===== config.mk =====
export PLATFORM = sky130hd
export DESIGN_NAME = atd_async_timer
export DESIGN_NICKNAME = d
export VERILOG_FILES = /design/src/atd_pkg.sv /design/src/atd_async_timer.sv
export VERILOG_INCLUDE_DIRS = /design/src
export SDC_FILE = /design/constraint.sdc
export NUM_CORES = 1
export LEC_CHECK = 0
export ABC_AREA = 1
export ABC_CLOCK_PERIOD_IN_PS = 1500
export BUFFER_PORTS_ARGS = -buffer_cell sky130_fd_sc_hd__buf_2
export CORE_AREA = 2 2 151 79
export DETAILED_ROUTE_END_ITERATION = 12
export DIE_AREA = 0 0 153 81
export PLACE_DENSITY_LB_ADDON = 0.3
export SKIP_LAST_GASP = 1
export SYNTH_ARGS = -nofsm -noshare
export SYNTH_HDL_FRONTEND = slang
export SYNTH_SLANG_ARGS = --single-unit

===== constraint.sdc =====
create_clock -name core_clk -period 1.5 [get_ports core_clk]
set_input_delay 0.3 -clock core_clk [delete_from_list [all_inputs] [get_ports core_clk]]
set_output_delay 0.3 -clock core_clk [all_outputs]
set_load 0.01 [all_outputs]

===== src/atd_map.svh =====
// Constants for the asynchronous timer domain crossing block
`ifndef ATD_MAP_SVH
`define ATD_MAP_SVH
`define ATD_NUM_REGS      5
`define ATD_IDX_COUNT     3'd0
`define ATD_IDX_CMPA      3'd1
`define ATD_IDX_CMPB      3'd2
`define ATD_IDX_CTLA      3'd3
`define ATD_IDX_CTLB      3'd4
`define ATD_CS_LSB        0
`define ATD_CS_MSB        2
`define ATD_CS_STOP       3'h0
`define ATD_RST_BYTE      8'h00
`define ATD_LAND_EDGES    2'd2
`define ATD_WAKE_STALL    3'd4
`define ATD_IRQ_CPU_SYNC  2'd3
`endif


===== src/atd_pkg.sv =====
// Types for the asynchronous timer domain crossing block
package atd_pkg;
  typedef logic [7:0] atd_byte_t;
  typedef struct packed {
    logic      valid;
    logic [2:0] index;
    atd_byte_t data;
  } atd_write_s;
  typedef struct packed {
    logic countBusy;
    logic cmpABusy;
    logic cmpBBusy;
    logic ctlABusy;
    logic ctlBBusy;
  } atd_busy_s;
  typedef enum logic [1:0] {
    ATD_RUN   = 2'b00,
    ATD_SLEEP = 2'b01,
    ATD_WAKE  = 2'b10
  } atd_pwr_e;
endpackage

===== src/atd_async_timer.sv =====
// Asynchronous timer crossing: holding registers, shadows, wake-up
`timescale 1ns/1ps
`include "atd_map.svh"
module atd_async_timer
  import atd_pkg::*;
(
  input  wire logic       core_clk,
  input  wire logic       rst_b,
  input  wire atd_write_s cpuWrite,
  input  wire logic       sleepReq,
  input  wire logic       deepSleep,
  input  wire logic       timerOscInput,
  input  wire logic       asyncClockSelect,
  output atd_busy_s       asyncStatusRegister,
  output atd_byte_t       timerCountRead,
  output logic            compareFlag,
  output logic            overflowFlag,
  output logic            compareOut,
  output logic            oscEnable,
  output logic            cpuStall,
  output logic            wakeUp
);
  wire  [`ATD_NUM_REGS-1:0] busyVec;
  wire  [`ATD_NUM_REGS-1:0] landNow;
  wire  atd_byte_t          holdVal [`ATD_NUM_REGS];
  wire  atd_byte_t          destVal [`ATD_NUM_REGS];
  atd_byte_t                count_r;
  logic                     osc1_r;
  logic                     osc2_r;
  logic                     osc3_r;
  logic [1:0]               flagPipe_r;
  logic [1:0]               flagPipe2_r;
  logic                     matchEvt_r;
  logic                     ovfEvt_r;
  logic [2:0]               stall_r;
  logic                     wakePend_r;
  atd_pwr_e                 pwr_r;
  wire                      oscRise;
  wire  [2:0]               srcSel;
  wire                      tick;
  wire                      cmpHold;
  wire                      match;
  wire                      irqEvt;
  // Oscillator is sampled by core_clk; the ratio keeps edges visible
  always_ff @(posedge core_clk) begin
    osc1_r <= timerOscInput;
    osc2_r <= osc1_r;
    osc3_r <= osc2_r;
  end
  assign oscRise = osc2_r & ~osc3_r;
  genvar g;
  generate
    for (g = 0; g < `ATD_NUM_REGS; g++) begin : g_hold
      logic       slotBusy_r;
      atd_byte_t  slotHold_r;
      atd_byte_t  slotDest_r;
      logic [1:0] slotEdges_r;
      wire        wrHit;
      assign wrHit      = cpuWrite.valid && cpuWrite.index == 3'(g);
      assign landNow[g] = slotBusy_r && oscRise &&
                          slotEdges_r == `ATD_LAND_EDGES - 2'd1;
      assign busyVec[g] = slotBusy_r;
      assign holdVal[g] = slotHold_r;
      // Each slot owns its own holding byte and edge count
      always_ff @(posedge core_clk) begin
        if (!rst_b) begin
          slotBusy_r  <= 1'b0;
          slotHold_r  <= `ATD_RST_BYTE;
          slotDest_r  <= `ATD_RST_BYTE;
          slotEdges_r <= 2'd0;
        end else if (wrHit) begin
          slotBusy_r  <= 1'b1;
          slotHold_r  <= cpuWrite.data;
          slotEdges_r <= 2'd0;
        end else if (slotBusy_r && oscRise) begin
          if (landNow[g]) begin
            slotBusy_r <= 1'b0;
            slotDest_r <= slotHold_r;
          end
          slotEdges_r <= slotEdges_r + 2'd1;
        end
      end
      // Counter slot lands in the counting register instead
      if (g == 0) begin : g_cnt
        assign destVal[g] = count_r;
      end else begin : g_dst
        assign destVal[g] = slotDest_r;
      end
    end
  endgenerate
  // Count busy is the top bit of the status word
  assign asyncStatusRegister = {busyVec[`ATD_IDX_COUNT],
                                busyVec[`ATD_IDX_CMPA],
                                busyVec[`ATD_IDX_CMPB],
                                busyVec[`ATD_IDX_CTLA],
                                busyVec[`ATD_IDX_CTLB]};
  assign srcSel  = destVal[`ATD_IDX_CTLB][`ATD_CS_MSB:`ATD_CS_LSB];
  assign tick    = oscRise && srcSel != `ATD_CS_STOP;
  assign cmpHold = busyVec[`ATD_IDX_COUNT] | busyVec[`ATD_IDX_CMPA];
  assign match   = count_r == destVal[`ATD_IDX_CMPA];
  always_ff @(posedge core_clk) begin
    if (!rst_b) begin
      count_r    <= `ATD_RST_BYTE;
      matchEvt_r <= 1'b0;
      ovfEvt_r   <= 1'b0;
      compareOut <= 1'b0;
    end else begin
      matchEvt_r <= 1'b0;
      ovfEvt_r   <= 1'b0;
      if (landNow[0]) begin
        count_r <= holdVal[0];
      end else if (tick) begin
        count_r    <= count_r + 8'h01;
        ovfEvt_r   <= count_r == 8'hff;
        matchEvt_r <= match && !cmpHold;
        if (match && !cmpHold) compareOut <= ~compareOut;
      end
    end
  end
  always_ff @(posedge core_clk) begin
    if (!rst_b) timerCountRead <= `ATD_RST_BYTE;
    else if (oscRise) timerCountRead <= count_r;
  end
  // Two crossing stages and a presenting stage: three core cycles
  always_ff @(posedge core_clk) begin
    if (!rst_b) begin
      flagPipe_r   <= 2'b00;
      flagPipe2_r  <= 2'b00;
      compareFlag  <= 1'b0;
      overflowFlag <= 1'b0;
    end else begin
      flagPipe_r   <= {ovfEvt_r, matchEvt_r};
      flagPipe2_r  <= flagPipe_r;
      compareFlag  <= flagPipe2_r[0];
      overflowFlag <= flagPipe2_r[1];
    end
  end
  assign irqEvt = matchEvt_r | ovfEvt_r;
  always_ff @(posedge core_clk) begin
    if (!rst_b) begin
      pwr_r      <= ATD_RUN;
      stall_r    <= 3'd0;
      wakePend_r <= 1'b0;
    end else begin
      if (stall_r != 3'd0) stall_r <= stall_r - 3'd1;
      case (pwr_r)
        ATD_RUN:   if (sleepReq) pwr_r <= ATD_SLEEP;
        ATD_SLEEP: begin
          // Irq held in pending resurfaces on the next oscillator rising edge
          if (irqEvt) wakePend_r <= 1'b1;
          if (wakePend_r && oscRise) begin
            pwr_r      <= ATD_WAKE;
            wakePend_r <= 1'b0;
            stall_r    <= `ATD_WAKE_STALL;
          end
        end
        ATD_WAKE:  if (stall_r == 3'd1) pwr_r <= ATD_RUN;
        default:   pwr_r <= ATD_RUN;
      endcase
    end
  end
  assign cpuStall  = stall_r != 3'd0;
  assign wakeUp    = pwr_r == ATD_WAKE;
  assign oscEnable = asyncClockSelect & ~deepSleep;
  busy_land_a: assert property (
    @(posedge core_clk) disable iff (!rst_b)
    $fell(busyVec[0]) |-> $past(oscRise))
    else $error("busy cleared without oscillator edge");
  flag_delay_a: assert property (
    @(posedge core_clk) disable iff (!rst_b)
    matchEvt_r |-> ##3 compareFlag)
    else $error("compare flag latency wrong");
  ovf_delay_a: assert property (
    @(posedge core_clk) disable iff (!rst_b)
    ovfEvt_r |-> ##3 overflowFlag)
    else $error("overflow flag latency wrong");
  cmp_block_a: assert property (
    @(posedge core_clk) disable iff (!rst_b)
    cmpHold |=> !matchEvt_r)
    else $error("match during pending write");
  stall_len_a: assert property (
    @(posedge core_clk) disable iff (!rst_b)
    $rose(wakeUp) |-> cpuStall [*4] ##1 !cpuStall)
    else $error("stall not four cycles");
  wake_edge_a: assert property (
    @(posedge core_clk) disable iff (!rst_b)
    $rose(wakeUp) |-> $past(oscRise))
    else $error("wake not on timer clock edge");
  stop_hold_a: assert property (
    @(posedge core_clk) disable iff (!rst_b)
    (srcSel == `ATD_CS_STOP && !landNow[0]) |=> $stable(count_r))
    else $error("counter moved while stopped");
  write_wins_a: assert property (
    @(posedge core_clk) disable iff (!rst_b)
    landNow[0] |=> count_r == $past(holdVal[0]))
    else $error("counter write lost to count");
  shadow_a: assert property (
    @(posedge core_clk) disable iff (!rst_b)
    !oscRise |=> $stable(timerCountRead))
    else $error("shadow changed off edge");
  pin_domain_a: assert property (
    @(posedge core_clk) disable iff (!rst_b)
    $changed(compareOut) |-> $past(tick))
    else $error("compare pin moved off timer tick");
  write_busy_a: assert property (
    @(posedge core_clk) disable iff (!rst_b)
    cpuWrite.valid && cpuWrite.index < 3'd5
      |=> busyVec[$past(cpuWrite.index)])
    else $error("busy not set by write");
  osc_run_a: assert property (
    @(posedge core_clk) disable iff (!rst_b)
    deepSleep |-> !oscEnable)
    else $error("oscillator on in deep sleep");
endmodule


==> results of run 1 <==
==> routing by layer <==
| metal | vias up | global-route usage (%) | part of all wire, % |
|---|---|---|---|
| li1 | 1438 | - | - |
| met4 | 0 | 4.17 | 0.65 |
| met5 | - | 0 | 0 |
| met3 | 4 | 4.80 | 6.2 |
| met2 | 63 | 17.1 | 37 |
| met1 | 1208 | 19.8 | 56 |
==> cells in the mapped netlist, drive strengths merged <==
cell    number  area [um2]
xor2         7        61.3
nor2        68         270
o21bai       3        22.5
xnor2        1        8.76
or2          5        31.3
a31oi        3        18.8
o21ai       44         220
o21a         3        22.5
dfxtp       79        1580
nand3       13        87.6
inv         53         199
and3         1        6.26
buf         14        85.1
o211a        1        10.0
o211ai       1        7.51
ha           9         113
nor4         1        6.26
nand2       77         289
nor3         3        15.0
o22ai        2        12.5
nand4        2        18.8
clkbuf       3        11.3
a21oi       35         175
==> final cells by class <==
cell class	count	area (um2)
Fill cell	1224	7360
Sequential cell	79	1580
Multi-Input combinational cell	279	1430
Timing Repair Buffer	45	248
Clock buffer	12	236
Inverter	53	199
Tap cell	150	188
Clock inverter	4	70.1
==> stage by stage <==
step / hold slack, ps / power, mW / TNS (ps) / worst slack (ps) / cells
floorplan: 310 / 2.54 / 0 / 220 / 428
global placement: 328 / 2.66 / 0 / 98.9 / 605
detailed placement: 313 / 2.68 / 0 / 57.4 / 605
CTS: 54.5 / 4.99 / 0 / 3.10 / 621
global route: 65.5 / 5.18 / -12.3 / -6.27 / 622
finish: 69.6 / 4.95 / 0 / 81.9 / 622
==> sequential cells by signal, indices dropped and copies added, names as in the netlist <==
| register | cells |
|---|---|
| matchEvt_r | 1 |
| overflowFlag | 1 |
| flagPipe_r | 2 |
| g_hold.slotDest_r | 11 |
| osc1_r | 1 |
| flagPipe2_r | 2 |
| wakePend_r | 1 |
| count_r | 8 |
| g_hold.slotEdges_r | 10 |
| compareOut | 1 |
| osc3_r | 1 |
| compareFlag | 1 |
| timerCountRead | 8 |
| g_hold.slotBusy_r | 5 |
| stall_r | 3 |
| ovfEvt_r | 1 |
| osc2_r | 1 |
| g_hold.slotHold_r | 19 |
| pwr_r | 2 |
==> power groups by stage <==
| stage | Sequential, mW | Combinational (mW) | Clock (mW) |
|---|---|---|---|
| floorplan | 2.25 | 0.286 | 0 |
| global placement | 2.26 | 0.407 | 0 |
| detailed placement | 2.26 | 0.420 | 0 |
| CTS | 2.21 | 0.436 | 2.35 |
| global route | 2.23 | 0.522 | 2.43 |
| finish | 2.22 | 0.452 | 2.28 |
==> logic make-up (layout without fill, tap and decap cells) <==
| group | after synthesis | in the layout | share of synthesized area [%] |
|---|---|---|---|
| and+or+nand+nor | 170 | 170 | 22.1 |
| AOI/OAI and AO/OA | 92 | 92 | 14.9 |
| buffers and inverters | 70 | 114 | 9.02 |
| DFF | 79 | 79 | 48.3 |
| adders and majority gates | 9 | 9 | 3.44 |
| xor gates and xnor gates | 8 | 8 | 2.14 |
==> timing repair <==
item	4_1_cts	5_1_grt
setup endpoints to repair	1	11
pin swaps	0	1
gates resized for setup	3	10
setup buffers	0	1
hold buffers	0	0
==> worst max-delay path by stage <==
| stage | slack (ps) | to | cells past startpoint | startpoint |
|---|---|---|---|---|
| after detailed placement | 60 | compareOut$_SDFFE_PN0P_ | 8 | g_hold[0].slotEdges_r[1]$_SDFFE_PP0P_ |
| after CTS | 3 | cpuStall | 4 | stall_r[1]$_SDFF_PN0_ |
| after global placement | 100 | g_hold[1].slotDest_r[0]$_SDFFE_PN0P_ | 7 | osc2_r$_DFF_P_ |
| after global routing | -6 | g_hold[4].slotDest_r[1]$_SDFFE_PN0P_ | 7 | osc2_r$_DFF_P_ |
| after floorplan | 220 | compareOut$_SDFFE_PN0P_ | 8 | g_hold[0].slotEdges_r[1]$_SDFFE_PP0P_ |
| final | 80 | cpuStall | 4 | stall_r[0]$_SDFF_PN0_ |
==> impl_metrics.toml, run 1 <==
[hold_path]
min_from = "timerOscInput"
whs_endpoint = "osc1_r$_DFF_P_"
hp-class = "input port to flip-flop"
holdPathStages = 1

[sta]
finalHoldViolCount = 0
rsz0062_at_grt = "true"
setup_viol = 0
fin_crit_ps = 1420
max_freq_ghz = 0.705
worstMarginPinSlew_ps = 414
drv_slew = 0
slew_headroom_pct = 72.3
period_share_pct = 94.5
fin_skew_ps = 8.81

[power_and_ir_drop]
p_int_mw = 3.81
switching_share_pct = 23.0
power.switching_mw = 1.14
p_seq_share_pct = 44.8
p_leak_nw = 1.76
power_per_cell_area_mw_per_mm2 = 1250
clkPwrFrac_pct = 46.0
p_comb_share_pct = 9.1
peakVddDrop_uv = 498

[global_routing]
grt_pass1_vias = 2434
grt_first_pass_wirelength_um = 12500
track_usage_pct = 13.2
grt_max_degree = 30
grt_antenna_before_repair = 0
grt-ovfl-total = 0

[clock_network]
cts_tree = "yes"
worstSkewPairLatency_ps = 340
cts_max_level = 3
clkSinkCount = 79
cts.clk_slew.worst_paths_ps = 60
clk_path_buf_depth = 2
numCtsBuffers = 9
clockRootBuffer = "clkbuf_16"

[finish]
diodes = 0
drive_above_1_share_pct = 17.6
fin_nets = 494
final_core_util_pct = 35.0
fin_area_mm2 = 0.00396
syn2layout_area_growth_pct = 20.8
final_cell_mix = "dfxtp_1, nand2_1, nor2_1"
layout_commonest_cell = "dfxtp_1"

[route]
ant_nets = 0
viasPerCell = 4.36
vias = 2713
wl_per_cell_um = 12.1
wirelength_um = 7560
drt_drc_violations_left = 0
dr.pass1.iters = 4
drt_first_iter_violations = 159

[placement]
place.gp.congestion = 0.841
io_buffers = 36
place_area_mm2 = 0.00360
dp_hpwl_um = 5750

[worst_setup_path]
critPathSlowestCell = "dfxtp_2"
r2r_cells = 7
cp-end-kind = "output port"
arrival_ps = 1120
crit_required_ps = 1200
worst-path-buf-inv = 2
rrSetupSlack_ps = 130
r2r-end = "count_r[3]$_SDFFE_PN0P_"
criticalPathCategory = "flip-flop to output port"
worstPathMaxFanout = 4
r2r-start = "g_hold[0].slotEdges_r[0]$_SDFFE_PP0P_"
crit_chain = "inv_2 -> ha_4 -> nand2_2 -> buf_2"
crit_path_start_kind = "flip-flop"
critPathMaxStageDelay_ps = 330
crit_family = "flip-flops"

[synth]
ys_ff_latch = 79
syn-cell-area_mm2 = 0.00327
synth_cell_types = 32
yosys_warnings = 0
syn_nets = 455
synthCells = 428
yosysSeqAreaShare_pct = 48.3
synth_area_per_cell_um2 = 7.65

[die]
fp.dieArea_mm2 = 0.0124
die_y_um = 81
row_count = 28
core_area_mm2 = 0.0113
start_util_pct = 28.9
pin_count = 37
dieWidth_um = 153

[job]
maxCapViolCount = 0

[run_status]
outcome = "complete, no violations"
(Power assumes the default switching activity.)
==> run 2, diff against run 1 <==
--- a/config.mk
+++ b/config.mk
@@ -7,7 +7,7 @@
 export NUM_CORES = 1
 export LEC_CHECK = 0
 export ABC_AREA = 1
-export ABC_CLOCK_PERIOD_IN_PS = 1500
+export ABC_CLOCK_PERIOD_IN_PS = 1300
 export BUFFER_PORTS_ARGS = -buffer_cell sky130_fd_sc_hd__buf_2
 export CORE_AREA = 2 2 151 79
 export DETAILED_ROUTE_END_ITERATION = 12
==> constraint.sdc (replaced) <==
create_clock -name core_clk -period 1.3 [get_ports core_clk]
set_input_delay 0.26 -clock core_clk [delete_from_list [all_inputs] [get_ports core_clk]]
set_output_delay 0.26 -clock core_clk [all_outputs]
set_load 0.01 [all_outputs]
==> run 2 against run 1 <==
Largest power group is now sequential cells. Core utilization up 2.8 points. Critical endpoint unchanged. Setup slack worse by 80 ps. Critical path type unchanged. First-iteration DRC count decreased by 4.4%.
==> impl_metrics.toml, run 2 (synthesis results as in run 1) <==
[run_status]
outcome = "complete, no violations"

[worst_setup_path]
criticalPathCategory = "flip-flop to output port"
crit_required_ps = 1040
critPathMaxStageDelay_ps = 320
cp-end-kind = "output port"
critPathSlowestCell = "dfxtp_2"
crit_family = "flip-flops"
crit_chain = "inv_2 -> ha_4 -> nand2_4 -> buf_6"
worstPathMaxFanout = 2
crit_path_start_kind = "flip-flop"
worst-path-buf-inv = 2
arrival_ps = 1040

[die]
start_util_pct = 28.9
core_area_mm2 = 0.0113
die_y_um = 81
fp.dieArea_mm2 = 0.0124
dieWidth_um = 153
pin_count = 37
row_count = 28

[sta]
slew_headroom_pct = 80.6
worstMarginPinSlew_ps = 290
fin_crit_ps = 1300
setup_viol = 0
period_share_pct = 99.9
fin_skew_ps = 6.47
max_freq_ghz = 0.770
holdWs_ps = 38.0
drv_slew = 0
fin_ws_ps = 1.85
rsz0062_at_grt = "true"
finalHoldViolCount = 0

[finish]
multi_input_area_mm2 = 0.00154
seqCellArea_mm2 = 0.00159
top_regs = "g_hold.slotHold_r x19, g_hold.slotDest_r x11, g_hold.slotEdges_r x10"
syn2layout_area_growth_pct = 30.7
fin_area_mm2 = 0.00428
top_register = "g_hold.slotHold_r"
fin_nets = 523
layout_commonest_cell = "nand2_1"
diodes = 0
fillers = 1195
final_core_util_pct = 37.8
final_cell_mix = "nand2_1, dfxtp_1, nor2_1"
drive_above_1_share_pct = 28.1
largest_register_ff_count = 19

[power_and_ir_drop]
finalPower_mw = 5.58
peakVddDrop_uv = 586
p_leak_nw = 1.90
power_per_cell_area_mw_per_mm2 = 1310

[hold_path]
hp-class = "input port to flip-flop"

[route]
wirelength_um = 8140
dr.pass1.iters = 4
vias = 2830
viasPerCell = 4.36
ant_nets = 0
wl_per_cell_um = 12.5
drt_first_iter_violations = 152
drt_drc_violations_left = 0

[clock_network]
clk_path_buf_depth = 2
clockRootBuffer = "clkbuf_16"
cts_max_level = 3
cts_hold_buf = 0
worstSkewPairLatency_ps = 340
cts_tree = "yes"
clkSinkCount = 79
cts.clk_slew.worst_paths_ps = 50
numCtsBuffers = 9

[placement]
dp_hpwl_um = 6060
place_ws_ps = -122
place_area_mm2 = 0.00377
io_buffers = 36
place.gp.congestion = 0.810

[global_routing]
track_usage_pct = 13.7
grt-ovfl-total = 0
grt_antenna_before_repair = 0
grt_first_pass_wirelength_um = 13100
grt_max_degree = 29
grt_pass1_vias = 2669

[job]
maxCapViolCount = 0
-- run 2: changes by cell type in the layout (fill, tap and decap cells not counted), moves of 4 or more --
cell     change
inv_1        -5
nor2_2       +4
o21ai_0      -7
dfxtp_2      +6
buf_4       +26
dfxtp_1      -6
o21ai_2      +6
nor2_1       -5
-- run 2: report_power, final --
part / switching (mW) / total [mW] / internal [mW]
Combinational: 0.365 / 0.738 / 0.373
Clock: 0.909 / 2.28 / 1.37
Sequential: 0.0523 / 2.56 / 2.51
-- run 2: metal layers --
metal  up-vias  track usage (%)  wire (um)
met4         0             3.89         79
met5         -                0          0
met2        47             19.4       3170
met3         7             5.02        519
met1      1279             19.5       4370
li1       1497                -          -
-- run 2: repair_timing --
action,CTS,global route
buffers inserted,3,5
resized for setup,17,45
endpoints found under the setup margin,11,30
pin swaps,2,10
gates cloned,0,1
-- run 2: area by class of cell --
class	instances	share of cell area (%)
clock buffers	13	6.09
inverters	53	4.89
flip-flops and latches	79	37.2
repair inverters	1	0.117
well taps	150	4.39
clock inverters	1	0.117
multi-input cells	279	36.0
repair buffers	73	11.2
-- run 2: path summary, 6_finish.rpt --
path,startpoint,to,slack (ps),cells past startpoint
hold / removal,timerOscInput,osc1_r$_DFF_P_,40,1
setup / recovery,stall_r[0]$_SDFF_PN0_,cpuStall,2,4
hold reg to reg,osc1_r$_DFF_P_,osc2_r$_DFF_P_,340,0
setup reg to reg,osc3_r$_DFF_P_,g_hold[1].slotDest_r[5]$_SDFFE_PN0P_,60,8
-- run 2: metrics by stage --
stage / setup TNS (ps) / std cells
finish: 0 / 649
global route: -287 / 649
CTS: -8.58 / 643
detailed placement: -262 / 626
global placement: -82.9 / 626
floorplan: 0 / 428
==> run 3, diff against run 2 <==
--- a/config.mk
+++ b/config.mk
@@ -6,12 +6,12 @@
 export SDC_FILE = /design/constraint.sdc
 export NUM_CORES = 1
 export LEC_CHECK = 0
-export ABC_AREA = 1
+export ABC_AREA = 0
 export ABC_CLOCK_PERIOD_IN_PS = 1300
 export BUFFER_PORTS_ARGS = -buffer_cell sky130_fd_sc_hd__buf_2
-export CORE_AREA = 2 2 151 79
+export CORE_AREA = 2 2 150 79
 export DETAILED_ROUTE_END_ITERATION = 12
-export DIE_AREA = 0 0 153 81
+export DIE_AREA = 0 0 152 81
 export PLACE_DENSITY_LB_ADDON = 0.3
 export SKIP_LAST_GASP = 1
 export SYNTH_ARGS = -nofsm -noshare
==> run 3 against run 2 <==
The flow now finishes with violations (setup timing). Largest cell class unchanged. Clock skew decreased by 0.73 ps. Sequential power about the same. Synthesized cell count decreased by 15%. Setup slack got worse by 140 ps.
==> impl_metrics.toml, run 3 <==
[placement]
io_buffers = 36
dp_hpwl_um = 5640
place_ws_ps = -194
place.gp.congestion = 0.748

[worst_setup_path]
r2r-end = "g_hold[1].slotDest_r[4]$_SDFFE_PN0P_"
crit_required_ps = 1530
crit_path_start_kind = "flip-flop"
crit_family = "simple AND/OR/NAND/NOR gates"
arrival_ps = 1660
r2r-start = "osc3_r$_DFF_P_"
worst-path-buf-inv = 2
crit_chain = "and2b_4 -> buf_12 -> and4_4 -> buf_12 -> mux2i_1 -> nor2_1"
critPathSlowestCell = "dfxtp_2"
rrSetupSlack_ps = -140
r2r_cells = 6
worst_path_most_repeated_cell = "buf_12"
cp-end-kind = "flip-flop"
worstPathMaxFanout = 8
critPathMaxStageDelay_ps = 320
criticalPathCategory = "flip-flop to flip-flop"

[synth]
yosys_warnings = 0
netlist.area_leader.share_pct = 49.2
yosysSeqAreaShare_pct = 49.2
yosysMostFrequentCell = "dfxtp_1"
synth_area_leaders = "dfxtp_1, nand2_1, a21oi_1, mux2i_1, xnor2_1"
synthCells = 362
ys.flop_type = "dfxtp_1"
synth_edf_count = 0
synthTopCellsByCount = "dfxtp_1, nand2_1, a21oi_1"
synthArstFlopShare_pct = 0
syn_nets = 389
ys_ff_latch = 79
synth_area_per_cell_um2 = 8.89
syn-cell-area_mm2 = 0.00322
synth_top_area_cell = "dfxtp_1"
synth_cell_types = 39

[finish]
largest_register_ff_count = 19
seqCellArea_mm2 = 0.00159
final_cell_mix = "dfxtp_1, nand2_1, a21oi_1, buf_4, buf_2"
top_register = "g_hold.slotHold_r"
syn2layout_area_growth_pct = 34.2
drive_above_1_share_pct = 29.4
multi_input_area_mm2 = 0.00156
diodes = 0
fillers = 1152
top_regs = "g_hold.slotHold_r x19, g_hold.slotDest_r x11, g_hold.slotEdges_r x10"
layout_commonest_cell = "dfxtp_1"
fin_nets = 461

[power_and_ir_drop]
peakVddDrop_uv = 597
power_per_cell_area_mw_per_mm2 = 1360
p_leak_nw = 1.68
finalPower_mw = 5.85

[route]
drt_first_iter_violations = 52
drt_drc_violations_left = 0
dr.pass1.iters = 4
wl_per_cell_um = 13.1
wirelength_um = 7720
vias = 2587
ant_nets = 0
viasPerCell = 4.39

[die]
dieWidth_um = 152
fp.dieArea_mm2 = 0.0123
row_count = 28
die_y_um = 81
core_area_mm2 = 0.0112
pin_count = 37
start_util_pct = 28.6

[clock_network]
cts.clk_slew.worst_paths_ps = 60
clk_path_buf_depth = 2
clockRootBuffer = "clkbuf_16"
cts_max_level = 3
cts_tree = "yes"
clkSinkCount = 79
worstSkewPairLatency_ps = 340
numCtsBuffers = 9

[global_routing]
grt_max_degree = 40
grt-ovfl-total = 0
track_usage_pct = 13.0
grt_pass1_vias = 2475
grt_first_pass_wirelength_um = 12300
grt_antenna_before_repair = 0

[run_status]
outcome = "complete, but fails checks"
failed_checks = "setup timing"

[sta]
setup_viol = 28
rsz0062_at_grt = "true"
finalHoldViolCount = 0
worstMarginPinSlew_ps = 380
slew_headroom_pct = 74.3
max_freq_ghz = 0.696
fin_crit_ps = 1440
drv_slew = 0
fin_ws_ps = -137
period_share_pct = 111
fin_skew_ps = 5.74

[hold_path]
hp-class = "input port to flip-flop"
min_from = "timerOscInput"
holdPathStages = 1
whs_endpoint = "osc1_r$_DFF_P_"

[job]
maxCapViolCount = 0
-- run 3: cell types whose count changed after synthesis, sizes merged, moves of 8 or more --
cell   previous run  this run
o21ai            44        10
xnor2             1        15
nor2             68        33
nand3            13         4
inv              53        10
nand2            77        66
mux2i             0        16
a21oi            35        43
-- run 3: how the worst max path moves through the flow --
stage | from | endpoint | depth (start not counted)
finish | osc3_r$_DFF_P_ | g_hold[1].slotDest_r[4]$_SDFFE_PN0P_ | 6
detailed placement | osc3_r$_DFF_P_ | count_r[5]$_SDFFE_PN0P_ | 6
global route | osc3_r$_DFF_P_ | g_hold[1].slotDest_r[3]$_SDFFE_PN0P_ | 6
global placement | osc3_r$_DFF_P_ | count_r[5]$_SDFFE_PN0P_ | 6
floorplan | cpuWrite[9] | g_hold[4].slotDest_r[0]$_SDFFE_PN0P_ | 6
CTS | osc3_r$_DFF_P_ | g_hold[1].slotDest_r[0]$_SDFFE_PN0P_ | 6
-- run 3: logic make-up (layout without fill, tap and decap cells) --
| kind of cell | after synthesis | after routing | share of synthesized area (%) |
|---|---|---|---|
| buffers and inverters | 34 | 111 | 5.02 |
| multiplexers | 16 | 16 | 4.98 |
| adder cells (fa/ha/maj) | 9 | 9 | 3.50 |
| flip-flops | 79 | 79 | 49.2 |
| AO/OA/AOI/OAI | 62 | 62 | 10.6 |
| XOR/XNOR | 21 | 21 | 5.72 |
| AND/OR/NAND/NOR | 141 | 141 | 21.0 |
-- run 3: power by group --
group          leakage [nW]  internal, mW  total, mW  switching, mW
combinational         0.894         0.431      0.810          0.379
sequential            0.643          2.50       2.55         0.0545
clock                 0.146          1.53       2.49          0.955
total                  1.68          4.46       5.85           1.39
-- run 3: cell type report --
| cell class | instances | area share [%] |
|---|---|---|
| clock buffer | 12 | 5.71 |
| clock inverter | 4 | 1.04 |
| inverter | 10 | 0.870 |
| multi-input combinational | 249 | 36.1 |
| sequential | 79 | 36.9 |
| tap | 150 | 4.35 |
| timing repair buffer | 85 | 15.0 |
-- run 3: per-layer routing --
metal  vias to the layer above  wire, um  GRT usage (%)
met5                         -         0              0
met1                      1196      4290           18.6
met4                         0        67           4.49
li1                       1352         -              -
met2                        32      3060           18.0
met3                         7       304           4.54
-- run 3: repair_timing --
| item | CTS | global route |
|---|---|---|
| pin swaps | 1 | 8 |
| buffers inserted | 2 | 5 |
| endpoints found under the setup margin | 24 | 35 |
| cloned | 0 | 1 |
| hold buffers | 0 | 0 |
| gates resized for setup | 14 | 20 |
-- run 3: through the flow --
step	instances	TNS [ps]	util (%)	hold slack [ps]	instance area (um2)
after floorplan	362	-27.6	-	288	3220
after global placement	565	-1980	34.2	316	3850
after detailed placement	565	-2420	34.2	322	3850
after CTS	583	-1680	37.1	21.6	4180
after global routing	589	-4320	38.4	24.8	4320
final	589	-1960	38.4	33.6	4320
